## src/verilog/qlc_pkg.sv

```systemverilog
/*
  Package of the quad line channel configuration register bank: register
  offsets, field positions, reset values and clock-format encodings.
  Assumes a host port with a 4-bit register address and 8-bit data.
*/
package qlc_pkg;
  // ---------------------------------------------------------------
  // register offsets
  // ---------------------------------------------------------------
  localparam logic [3:0] ADDR_CH1_CONFIG = 4'h6;
  localparam logic [3:0] ADDR_CH2_CONFIG = 4'h7;
  localparam logic [3:0] ADDR_CH3_CONFIG = 4'h8;
  localparam logic [3:0] ADDR_CH4_CONFIG = 4'h9;
  localparam logic [3:0] ADDR_UPPER_CODE = 4'hb;
  localparam logic [3:0] ADDR_SHARED_CTRL = 4'hc;
  localparam logic [3:0] ADDR_GLOBAL_CTRL4 = 4'h4;
  localparam logic [3:0] ADDR_GLOBAL_CTRL5 = 4'h5;

  // ---------------------------------------------------------------
  // per-channel configuration fields
  // ---------------------------------------------------------------
  localparam int CFG_POWERDOWN = 0;
  localparam int CFG_MASK = 1;
  localparam int CFG_ALL_ONES = 2;
  localparam int CFG_LOOP_HI = 3;
  localparam int CFG_LOOP_LO = 4;
  localparam int CFG_EQ_2 = 5;
  localparam int CFG_EQ_1 = 6;
  localparam int CFG_EQ_0 = 7;

  // ---------------------------------------------------------------
  // line code, shared control and global control fields
  // ---------------------------------------------------------------
  localparam int UPC_ZS_CH4 = 4;
  localparam int UPC_ZS_CH3 = 6;
  localparam logic [7:0] UPC_WRITABLE = 8'h50;
  localparam int SHC_ANALOG_SIGNAL_LOSS_TIMER = 0;
  localparam int SHC_RX_SHUT_ANALOG_SIGNAL_LOSS = 1;
  localparam int SHC_SUPP_DLOSS = 2;
  localparam int SHC_SUPP_TXCLK = 3;
  localparam int SHC_SUPP_DRVMON = 4;
  localparam int SHC_LOW_BW = 5;
  localparam int SHC_ZS_CH2 = 6;
  localparam int SHC_ZS_CH1 = 7;
  localparam int GC4_HIZ_BASE = 4;
  localparam int GC5_DLOSS_SHUT = 7;

  // ---------------------------------------------------------------
  // reset values
  // ---------------------------------------------------------------
  localparam logic [7:0] RST_CH_CONFIG = 8'h00;
  localparam logic [7:0] RST_UPPER_CODE = 8'h00;
  localparam logic [7:0] RST_SHARED_CTRL = 8'h00;
  localparam logic [7:0] RST_GLOBAL_CTRL4 = 8'hf0;
  localparam logic [7:0] RST_GLOBAL_CTRL5 = 8'h00;

  // ---------------------------------------------------------------
  // reference clock formats
  // ---------------------------------------------------------------
  typedef enum logic [1:0] {
    QLC_REF_16X_DS1,
    QLC_REF_16X_CEPT,
    QLC_REF_1X_DS1,
    QLC_REF_1X_CEPT
  } qlc_ref_fmt_t;
  localparam int REF_16X_DS1_KHZ = 24704;
  localparam int REF_16X_CEPT_KHZ = 32768;
  localparam int REF_1X_DS1_KHZ = 1544;
  localparam int REF_1X_CEPT_KHZ = 2048;
endpackage

```

## src/verilog/qlc_ref_select.sv

```systemverilog
/*
  Reference-clock format decoder: turns the two strap pins into the format
  the recovery and attenuator logic use. Assumes straps are synchronous and
  are default low when open (pull-downs outside the logic).
*/
`timescale 1ns/1ns
`default_nettype none
module qlc_ref_select (
  input wire logic core_clk_i,
  input wire logic rst_i,
  input wire logic ce_i,
  input wire logic ref_rate_select_i,
  input wire logic synth_standard_select_i,
  output var qlc_pkg::qlc_ref_fmt_t fmt_o,
  output logic synth_enable_o
);
  typedef struct packed {
    qlc_pkg::qlc_ref_fmt_t fmt;
    logic synth_en;
  } qlc_ref_state_t;

  qlc_ref_state_t st;
  qlc_ref_state_t next_st;

  // ---------------------------------------------------------------
  // format decode
  // ---------------------------------------------------------------
  // strap levels are caught by the clock, never by the reset itself
  always_comb begin
    next_st = st;
    if (rst_i) begin
      next_st.fmt = qlc_pkg::QLC_REF_16X_DS1;
      next_st.synth_en = 1'b0;
    end else if (ce_i) begin
      if (!ref_rate_select_i) begin
        next_st.fmt = qlc_pkg::QLC_REF_16X_DS1;
        next_st.synth_en = 1'b0;
      end else begin
        // line-rate reference: synthesizer multiplies up
        next_st.synth_en = 1'b1;
        next_st.fmt = synth_standard_select_i ? qlc_pkg::QLC_REF_1X_CEPT : qlc_pkg::QLC_REF_1X_DS1;
      end
    end
  end

  always_ff @(posedge core_clk_i) begin
    st <= next_st;
  end

  assign fmt_o = st.fmt;
  assign synth_enable_o = st.synth_en;

  // standard pin ignored in 16x mode
  property p_std_ignored;
    @(posedge core_clk_i) disable iff (rst_i)
      (ce_i && !ref_rate_select_i) |=> (fmt_o == qlc_pkg::QLC_REF_16X_DS1 && !synth_enable_o);
  endproperty
  a_std_ignored: assert property (p_std_ignored) else $error("standard pin acted in 16x mode");

  property p_line_rate;
    @(posedge core_clk_i) disable iff (rst_i)
      (ce_i && ref_rate_select_i) |=> (synth_enable_o &&
        (fmt_o == ($past(synth_standard_select_i) ? qlc_pkg::QLC_REF_1X_CEPT : qlc_pkg::QLC_REF_1X_DS1)));
  endproperty
  a_line_rate: assert property (p_line_rate) else $error("line-rate format wrong");
endmodule // qlc_ref_select
`default_nettype wire

```

## src/verilog/qlc_config_regs.sv

```systemverilog
/*
  Configuration register bank for a four-channel line interface: four
  per-channel registers, a line-code register for channels 3-4, a shared
  alarm/code control register and the two global control registers that the
  channel controls depend on. Assumes a synchronous host port (chip select,
  write strobe, 4-bit address, 8-bit data) and synchronous strap inputs.
*/
`timescale 1ns/1ns
`default_nettype none
module qlc_config_regs #(
  parameter int CHANNELS = 4
) (
  input wire logic core_clk_i,
  input wire logic rst_i,
  input wire logic ce_i,
  // host register port
  input wire logic cs_i,
  input wire logic wr_i,
  input wire logic [3:0] addr_i,
  input wire logic [7:0] wdata_i,
  output logic [7:0] rdata_o,
  // clock format straps
  input wire logic ref_rate_select_i,
  input wire logic synth_standard_select_i,
  // channel alarm events and loopback status from the line side
  input wire logic [CHANNELS-1:0] analog_signal_loss_i,
  input wire logic [CHANNELS-1:0] digital_signal_loss_i,
  input wire logic [CHANNELS-1:0] tx_clock_loss_i,
  input wire logic [CHANNELS-1:0] drvmon_alarm_i,
  input wire logic [CHANNELS-1:0] full_local_loopback_i,
  input wire logic [CHANNELS-1:0] remote_loop_switching_i,
  // per-channel controls
  output logic [CHANNELS-1:0] channel_powerdown_o,
  output logic [CHANNELS-1:0] send_all_ones_o,
  output logic [2*CHANNELS-1:0] loop_mode_o,
  output logic [3*CHANNELS-1:0] equalizer_sel_o,
  output logic [CHANNELS-1:0] zero_subst_o,
  output logic [CHANNELS-1:0] driver_hiz_o,
  output logic [CHANNELS-1:0] alarm_irq_req_o,
  output logic [CHANNELS-1:0] rx_shutdown_o,
  // shared controls
  output logic analog_loss_timer_sel_o,
  output logic low_bw_jitter_option_o,
  output logic [1:0] ref_fmt_o,
  output logic synth_enable_o
);
  typedef struct packed {
    logic [CHANNELS-1:0][7:0] ch_cfg;
    logic [7:0] upper_code;
    logic [7:0] shared_ctrl;
    logic [7:0] gctrl4;
    logic [7:0] gctrl5;
    logic [7:0] rdata;
    logic [CHANNELS-1:0] channel_powerdown;
    logic [CHANNELS-1:0] all_ones;
    logic [2*CHANNELS-1:0] loop_mode;
    logic [3*CHANNELS-1:0] eq_sel;
    logic [CHANNELS-1:0] zs;
    logic [CHANNELS-1:0] hiz;
    logic [CHANNELS-1:0] irq;
    logic [CHANNELS-1:0] rx_shut;
    logic analog_signal_loss_timer;
    logic low_bw;
  } qlc_regs_state_t;

  qlc_regs_state_t st;
  qlc_regs_state_t next_st;
  qlc_pkg::qlc_ref_fmt_t ref_fmt;
  logic synth_en;

  // ---------------------------------------------------------------
  // helpers
  // ---------------------------------------------------------------
  // channel index of a per-channel register address, or CHANNELS if none
  function automatic int ch_of(input logic [3:0] a);
    int n;
    n = CHANNELS;
    if (a >= qlc_pkg::ADDR_CH1_CONFIG && a <= qlc_pkg::ADDR_CH4_CONFIG) begin
      n = int'(a - qlc_pkg::ADDR_CH1_CONFIG);
    end
    return n;
  endfunction

  // ---------------------------------------------------------------
  // reference clock format
  // ---------------------------------------------------------------
  qlc_ref_select u_ref_select (
    .core_clk_i(core_clk_i),
    .rst_i(rst_i),
    .ce_i(ce_i),
    .ref_rate_select_i(ref_rate_select_i),
    .synth_standard_select_i(synth_standard_select_i),
    .fmt_o(ref_fmt),
    .synth_enable_o(synth_en)
  );

  // ---------------------------------------------------------------
  // register writes, readback and derived controls
  // ---------------------------------------------------------------
  // derived controls are registered from the register state, so a write
  // shows at the outputs two edges later; the host is slow next to this
  always_comb begin
    int c;
    logic alarm;
    c = ch_of(addr_i);
    alarm = 1'b0;
    next_st = st;
    if (rst_i) begin
      for (int i = 0; i < CHANNELS; i++) begin
        next_st.ch_cfg[i] = qlc_pkg::RST_CH_CONFIG;
      end
      next_st.upper_code = qlc_pkg::RST_UPPER_CODE;
      next_st.shared_ctrl = qlc_pkg::RST_SHARED_CTRL;
      next_st.gctrl4 = qlc_pkg::RST_GLOBAL_CTRL4;
      next_st.gctrl5 = qlc_pkg::RST_GLOBAL_CTRL5;
      next_st.rdata = 8'h00;
      next_st.channel_powerdown = '0;
      next_st.all_ones = '0;
      next_st.loop_mode = '0;
      next_st.eq_sel = '0;
      next_st.zs = '0;
      next_st.hiz = '1;
      next_st.irq = '0;
      next_st.rx_shut = '0;
      next_st.analog_signal_loss_timer = 1'b0;
      next_st.low_bw = 1'b0;
    end else if (ce_i) begin
      // host write; reserved line-code bits are not stored
      if (cs_i && wr_i) begin
        if (c < CHANNELS) begin
          next_st.ch_cfg[c] = wdata_i;
        end else if (addr_i == qlc_pkg::ADDR_UPPER_CODE) begin
          next_st.upper_code = wdata_i & qlc_pkg::UPC_WRITABLE;
        end else if (addr_i == qlc_pkg::ADDR_SHARED_CTRL) begin
          next_st.shared_ctrl = wdata_i;
        end else if (addr_i == qlc_pkg::ADDR_GLOBAL_CTRL4) begin
          next_st.gctrl4 = wdata_i;
        end else if (addr_i == qlc_pkg::ADDR_GLOBAL_CTRL5) begin
          next_st.gctrl5 = wdata_i;
        end
      end
      // readback; unmapped addresses read zero
      if (c < CHANNELS) begin
        next_st.rdata = st.ch_cfg[c];
      end else if (addr_i == qlc_pkg::ADDR_UPPER_CODE) begin
        next_st.rdata = st.upper_code;
      end else if (addr_i == qlc_pkg::ADDR_SHARED_CTRL) begin
        next_st.rdata = st.shared_ctrl;
      end else if (addr_i == qlc_pkg::ADDR_GLOBAL_CTRL4) begin
        next_st.rdata = st.gctrl4;
      end else if (addr_i == qlc_pkg::ADDR_GLOBAL_CTRL5) begin
        next_st.rdata = st.gctrl5;
      end else begin
        next_st.rdata = 8'h00;
      end
      // per-channel controls
      for (int i = 0; i < CHANNELS; i++) begin
        next_st.channel_powerdown[i] = st.ch_cfg[i][qlc_pkg::CFG_POWERDOWN];
        next_st.all_ones[i] = st.ch_cfg[i][qlc_pkg::CFG_ALL_ONES];
        next_st.loop_mode[2*i +: 2] = {st.ch_cfg[i][qlc_pkg::CFG_LOOP_HI],
                                       st.ch_cfg[i][qlc_pkg::CFG_LOOP_LO]};
        next_st.eq_sel[3*i +: 3] = {st.ch_cfg[i][qlc_pkg::CFG_EQ_2],
                                    st.ch_cfg[i][qlc_pkg::CFG_EQ_1],
                                    st.ch_cfg[i][qlc_pkg::CFG_EQ_0]};
        next_st.hiz[i] = st.gctrl4[qlc_pkg::GC4_HIZ_BASE + i];
        // alarm qualification: suppression options remove alarms
        // caused by the device's own test or idle states
        alarm = analog_signal_loss_i[i] | tx_clock_loss_i[i];
        if (!(st.shared_ctrl[qlc_pkg::SHC_SUPP_DLOSS] && full_local_loopback_i[i])) begin
          alarm = alarm | digital_signal_loss_i[i];
        end
        if (st.shared_ctrl[qlc_pkg::SHC_SUPP_TXCLK] && remote_loop_switching_i[i]) begin
          alarm = analog_signal_loss_i[i] |
                  (digital_signal_loss_i[i] &
                   !(st.shared_ctrl[qlc_pkg::SHC_SUPP_DLOSS] && full_local_loopback_i[i]));
        end
        if (!(st.shared_ctrl[qlc_pkg::SHC_SUPP_DRVMON] && st.hiz[i])) begin
          alarm = alarm | drvmon_alarm_i[i];
        end
        next_st.irq[i] = alarm & !st.ch_cfg[i][qlc_pkg::CFG_MASK];
        // receiver shutdown: digital select, analog select works with it
        next_st.rx_shut[i] = st.gctrl5[qlc_pkg::GC5_DLOSS_SHUT] &
                             (digital_signal_loss_i[i] |
                              (st.shared_ctrl[qlc_pkg::SHC_RX_SHUT_ANALOG_SIGNAL_LOSS] &
                               analog_signal_loss_i[i]));
      end
      next_st.zs[0] = st.shared_ctrl[qlc_pkg::SHC_ZS_CH1];
      next_st.zs[1] = st.shared_ctrl[qlc_pkg::SHC_ZS_CH2];
      next_st.zs[2] = st.upper_code[qlc_pkg::UPC_ZS_CH3];
      next_st.zs[3] = st.upper_code[qlc_pkg::UPC_ZS_CH4];
      next_st.analog_signal_loss_timer = st.shared_ctrl[qlc_pkg::SHC_ANALOG_SIGNAL_LOSS_TIMER];
      // low-bandwidth option only meaningful in CEPT formats
      next_st.low_bw = st.shared_ctrl[qlc_pkg::SHC_LOW_BW];
    end
  end

  always_ff @(posedge core_clk_i) begin
    st <= next_st;
  end

  // ---------------------------------------------------------------
  // outputs, all straight from the state register or the format decoder's register
  // ---------------------------------------------------------------
  assign rdata_o = st.rdata;
  assign channel_powerdown_o = st.channel_powerdown;
  assign send_all_ones_o = st.all_ones;
  assign loop_mode_o = st.loop_mode;
  assign equalizer_sel_o = st.eq_sel;
  assign zero_subst_o = st.zs;
  assign driver_hiz_o = st.hiz;
  assign alarm_irq_req_o = st.irq;
  assign rx_shutdown_o = st.rx_shut;
  assign analog_loss_timer_sel_o = st.analog_signal_loss_timer;
  assign low_bw_jitter_option_o = st.low_bw;
  // recovery and attenuator are timed from this format only
  assign ref_fmt_o = ref_fmt;
  assign synth_enable_o = synth_en;

  // ---------------------------------------------------------------
  // checks
  // ---------------------------------------------------------------
  property p_readback;
    @(posedge core_clk_i) disable iff (rst_i)
      (ce_i && cs_i && wr_i && addr_i == qlc_pkg::ADDR_SHARED_CTRL) ##1 (ce_i && !(cs_i && wr_i)) ##1
      (ce_i && !(cs_i && wr_i) && addr_i == qlc_pkg::ADDR_SHARED_CTRL) |=> (rdata_o == $past(wdata_i, 3));
  endproperty
  a_readback: assert property (p_readback) else $error("readback differs from write");

  property p_powerdown;
    @(posedge core_clk_i) disable iff (rst_i)
      (ce_i && cs_i && wr_i && addr_i == qlc_pkg::ADDR_CH1_CONFIG) ##1 ce_i |=>
      (channel_powerdown_o[0] == $past(wdata_i[qlc_pkg::CFG_POWERDOWN], 2));
  endproperty
  a_powerdown: assert property (p_powerdown) else $error("powerdown not applied");

  property p_mask;
    @(posedge core_clk_i) disable iff (rst_i)
      (ce_i && st.ch_cfg[0][qlc_pkg::CFG_MASK]) |=> !alarm_irq_req_o[0];
  endproperty
  a_mask: assert property (p_mask) else $error("masked channel raised alarm");

  property p_all_ones;
    @(posedge core_clk_i) disable iff (rst_i)
      ce_i |=> (send_all_ones_o[2] == $past(st.ch_cfg[2][qlc_pkg::CFG_ALL_ONES]));
  endproperty
  a_all_ones: assert property (p_all_ones) else $error("all-ones control wrong");

  property p_zs_ch4;
    @(posedge core_clk_i) disable iff (rst_i)
      ce_i |=> (zero_subst_o[3] == $past(st.upper_code[qlc_pkg::UPC_ZS_CH4]));
  endproperty
  a_zs_ch4: assert property (p_zs_ch4) else $error("channel 4 code enable wrong");

  property p_zs_ch1;
    @(posedge core_clk_i) disable iff (rst_i)
      ce_i |=> (zero_subst_o[0] == $past(st.shared_ctrl[qlc_pkg::SHC_ZS_CH1]));
  endproperty
  a_zs_ch1: assert property (p_zs_ch1) else $error("channel 1 code enable wrong");

  property p_hiz_reset;
    @(posedge core_clk_i) rst_i |=> (driver_hiz_o == '1);
  endproperty
  a_hiz_reset: assert property (p_hiz_reset) else $error("drivers not hiz after reset");

  property p_dloss_suppress;
    @(posedge core_clk_i) disable iff (rst_i)
      (ce_i && st.shared_ctrl[qlc_pkg::SHC_SUPP_DLOSS] && full_local_loopback_i[1] &&
       !analog_signal_loss_i[1] && !tx_clock_loss_i[1] && !drvmon_alarm_i[1]) |=> !alarm_irq_req_o[1];
  endproperty
  a_dloss_suppress: assert property (p_dloss_suppress) else $error("digital loss not suppressed");
endmodule // qlc_config_regs
`default_nettype wire

```

## config.mk

```make
export PLATFORM = sky130hd
export DESIGN_NAME = qlc_config_regs
export DESIGN_NICKNAME = d
export VERILOG_FILES = /design/src/verilog/qlc_pkg.sv /design/src/verilog/qlc_ref_select.sv /design/src/verilog/qlc_config_regs.sv
export SDC_FILE = /design/constraint.sdc
export NUM_CORES = 1
export LEC_CHECK = 0
export BUFFER_PORTS_ARGS = -buffer_cell sky130_fd_sc_hd__buf_2
export CAP_MARGIN = 25
export CELL_PAD_IN_SITES_DETAIL_PLACEMENT = 0
export CELL_PAD_IN_SITES_GLOBAL_PLACEMENT = 1
export CORE_MARGIN = 1.5
export CORE_UTILIZATION = 45
export DETAILED_ROUTE_END_ITERATION = 8
export PLACE_DENSITY_LB_ADDON = 0.08
export SETUP_SLACK_MARGIN = 0.4
export SYNTH_ARGS = -nofsm -noshare
export SYNTH_HDL_FRONTEND = slang
export SYNTH_SLANG_ARGS = --single-unit
```

## constraint.sdc

```tcl
create_clock -name core_clk_i -period 4.3 [get_ports core_clk_i]
set_input_delay 0.86 -clock core_clk_i [delete_from_list [all_inputs] [get_ports core_clk_i]]
set_output_delay 0.86 -clock core_clk_i [all_outputs]
set_load 0.005 [all_outputs]
```

==> flow_metrics.tcl <==
set metrics [dict create \
    gp_congestion 0.794 \
    boundaryPins 100 \
    finClkSkew_ns 0.00383 \
    synthCells 581 \
    area_growth_pct 11.5 \
    dp_hpwl_um 8610 \
    insertion_delay_ns 0.41 \
    worst_pin_slew_ns 0.989 \
    wl_per_cell_um 16.8 \
    rr_startpoint "st[108]" \
    report.final.slew_viol_count 0 \
    period_needed_ns 2.91 \
    powerDensity_nw_per_um2 412 \
    drc_errors 0 \
    grt_setup_unrepaired "no" \
    slowest_delay_ns 0.50 \
    syn_area_sq_um 5410 \
    num_rows 39 \
    vias 4049 \
    clk_pin_slew_ns 0.05 \
    final_cell_mix "118 x nor2_1, 114 x dfxtp_1, 99 x mux2i_1" \
    yosysSeqAreaShare 0.422 \
    power_leakage_nw 2.83 \
    final_common_cell "nor2_1" \
    grt_max_degree 94 \
    finalWorstSetupSlack_ns 1.39 \
    cts.sinks 114 \
    worstSetupPathType "in2reg" \
    fp.dieH_um 113 \
    die_width_um 113 \
    grt_pass1_vias 4085 \
    grt-ovfl-total 0 \
    max-vdd-ir-drop_v 0.000351 \
    drt_iter0_drc 234 \
    ys.flop_type "dfxtp_1" \
    hold_path_depth 2 \
    cp-start-kind "input pin" \
    drt-total-wl_um 12900 \
    hp-start "u_ref_select.fmt_o[0]" \
    coreArea_sq_um 11600 \
    synth_async_sr_flop_share 0 \
    crit_family "simple AND/OR/NAND/NOR gates" \
    cp-end-kind "register" \
    synthAdderAreaFrac 0.00463 \
    setup_tns_ns 0 \
    synth-simple-area-share 0.166 \
    synth_compound_area_frac 0.0951 \
    synth-edff-count 0 \
    drv_cap 0 \
    dr.pass1.iters 5 \
    htree_levels 4 \
    crit_path_max_fanout 20 \
    numPortBuffers 99 \
    synth_seq_cells 114 \
    synth_warnings 0 \
    r2r_slack_ns 2.95 \
    min_to "u_ref_select.fmt_o[0]" \
    syn_area_per_cell_sq_um 9.31 \
    diodes 0 \
    start_util 0.467 \
    die-area_sq_um 12700 \
    track_usage 0.214 \
    reg2regPathDepth 4 \
    cts_tree "yes" \
    antenna_found_initial 0 \
    syn_nets 626 \
    path_buf_inv 2 \
    via_per_inst 5.28 \
    max_freq_ghz 0.344 \
    cts_buffer_depth 2 \
    cts_setup_buffers 0 \
    drive_gt1_frac 0.245 \
    synth_top_family_by_area "multiplexers" \
    root_buffer "clkbuf_16" \
    cts_buffers 17 \
    hold_path.class "reg2reg" \
    path_cells "buf_2 > inv_1 > ha_1 > nand2b_1 > nor4_1 > nand3b_1 > mux2i_1 > nor2_1" \
    holdWs_ns 0.451 \
    relSlewSlack 0.341 \
    required_ns 4.56 \
    place_ws_ns 0.980 \
    hold_buffers 0 \
    crit_path_top_delay_cell "nand3b_1" \
    synthMuxAreaShare 0.198 \
    reg2reg_to "rdata_o[6]" \
    nets 658 \
    yosys.area_share.xor_xnor 0 \
    synth.distinct_cells 49 \
    grt_pass1_wl_um 20900 \
    outcome "finished clean" \
    finalHoldViolCount 0 \
    worstPathArrival_ns 3.17 \
    setup_violations 0 \
    ant_nets 0 \
    period_share 0.676 \
    cts_resized 0 \
]
cell usage after synthesis, types with 2 or more instances:
cell type	n	share of area
or2_1	7	0.0081
clkbuf_1	20	0.014
nand2b_1	3	0.0035
o211a_1	2	0.0037
mux2i_1	99	0.18
nor3_1	7	0.0065
nor2_1	118	0.082
and2_0	3	0.0035
a21oi_1	29	0.027
a22oi_1	4	0.0056
buf_4	56	0.078
ha_1	2	0.0046
and3_1	2	0.0023
nor4_1	2	0.0023
buf_6	5	0.010
a222oi_1	7	0.013
o2111ai_1	2	0.0032
inv_1	3	0.0021
mux2_2	7	0.015
nor2b_1	3	0.0035
a211oi_2	5	0.012
a211o_1	4	0.0065
o21ai_0	10	0.0093
dfxtp_1	114	0.42
nor3b_1	2	0.0028
nor3_2	2	0.0037
nand2_1	32	0.022
nand3_1	2	0.0019
buf_2	7	0.0065
a311oi_1	2	0.0032
a211oi_1	2	0.0028
sequential cells by signal, indices dropped and copies added, names as in the netlist, 4 cells and up:
name                 count
st                      58
equalizer_sel_o         12
loop_mode_o              8
rdata_o                  8
alarm_irq_req_o          4
channel_powerdown_o      4
driver_hiz_o             4
rx_shutdown_o            4
send_all_ones_o          4
zero_subst_o             4
worst register-to-register path, delay by kind of cell, from the launching register on:
| family | cells | cell delay [ns] |
|---|---|---|
| AO/OA/AOI/OAI | 2 | 0.53 |
| multiplexers | 1 | 0.27 |
| flip-flops | 1 | 0.32 |
| AND/OR/NAND/NOR | 1 | 0.11 |
how the worst max path moves through the flow:
| stage | startpoint | to | slack (ns) | cells after the start |
|---|---|---|---|---|
| after floorplan | addr_i[3] | st[58] | 1.77 | 10 |
| after global placement | addr_i[3] | st[113] | 1.08 | 8 |
| after detailed placement | addr_i[3] | st[112] | 0.98 | 8 |
| after CTS | addr_i[3] | st[112] | 1.40 | 8 |
| after global routing | addr_i[3] | st[111] | 1.17 | 8 |
| final | addr_i[3] | st[112] | 1.39 | 8 |
area by class of cell:
class | instances | area, sq um
Fill cell | 1082 | 5530
Multi-Input combinational cell | 375 | 2510
Sequential cell | 114 | 2280
Timing Repair Buffer | 102 | 520
Clock buffer | 24 | 502
Tap cell | 143 | 179
Clock inverter | 6 | 30.0
Inverter | 3 | 11.3
stage by stage:
step	instance area, sq um	power, mW	std cells	utilization
2_1_floorplan	5410	1.22	581	-
3_3_place_gp	5500	1.26	737	0.475
3_5_place_dp	5500	1.26	737	0.475
4_1_cts	6030	2.51	767	0.521
5_1_grt	6030	2.58	767	0.521
6_report	6030	2.49	767	0.521
per-layer routing:
metal / global-route usage / vias up / routed length [um]
met1: 0.273 / 1911 / 6050
met5: 0 / - / 0
met3: 0.0540 / 26 / 522
li1: - / 2017 / -
met4: 0.0937 / 0 / 293
met2: 0.342 / 95 / 6040
logic make-up (layout without fill, tap and decap cells):
| logic type | Yosys count | in the layout |
|---|---|---|
| compound gates | 73 | 73 |
| fa+ha+maj | 2 | 2 |
| flops | 114 | 114 |
| simple gates | 194 | 194 |
| mux | 106 | 106 |
| buf+inv | 92 | 135 |
where the power goes:
group          internal [mW]  switching [mW]
Combinational         0.0602           0.104
Sequential              1.07         0.00770
Clock                  0.797           0.448
Power figures use the tool's default switching activity.
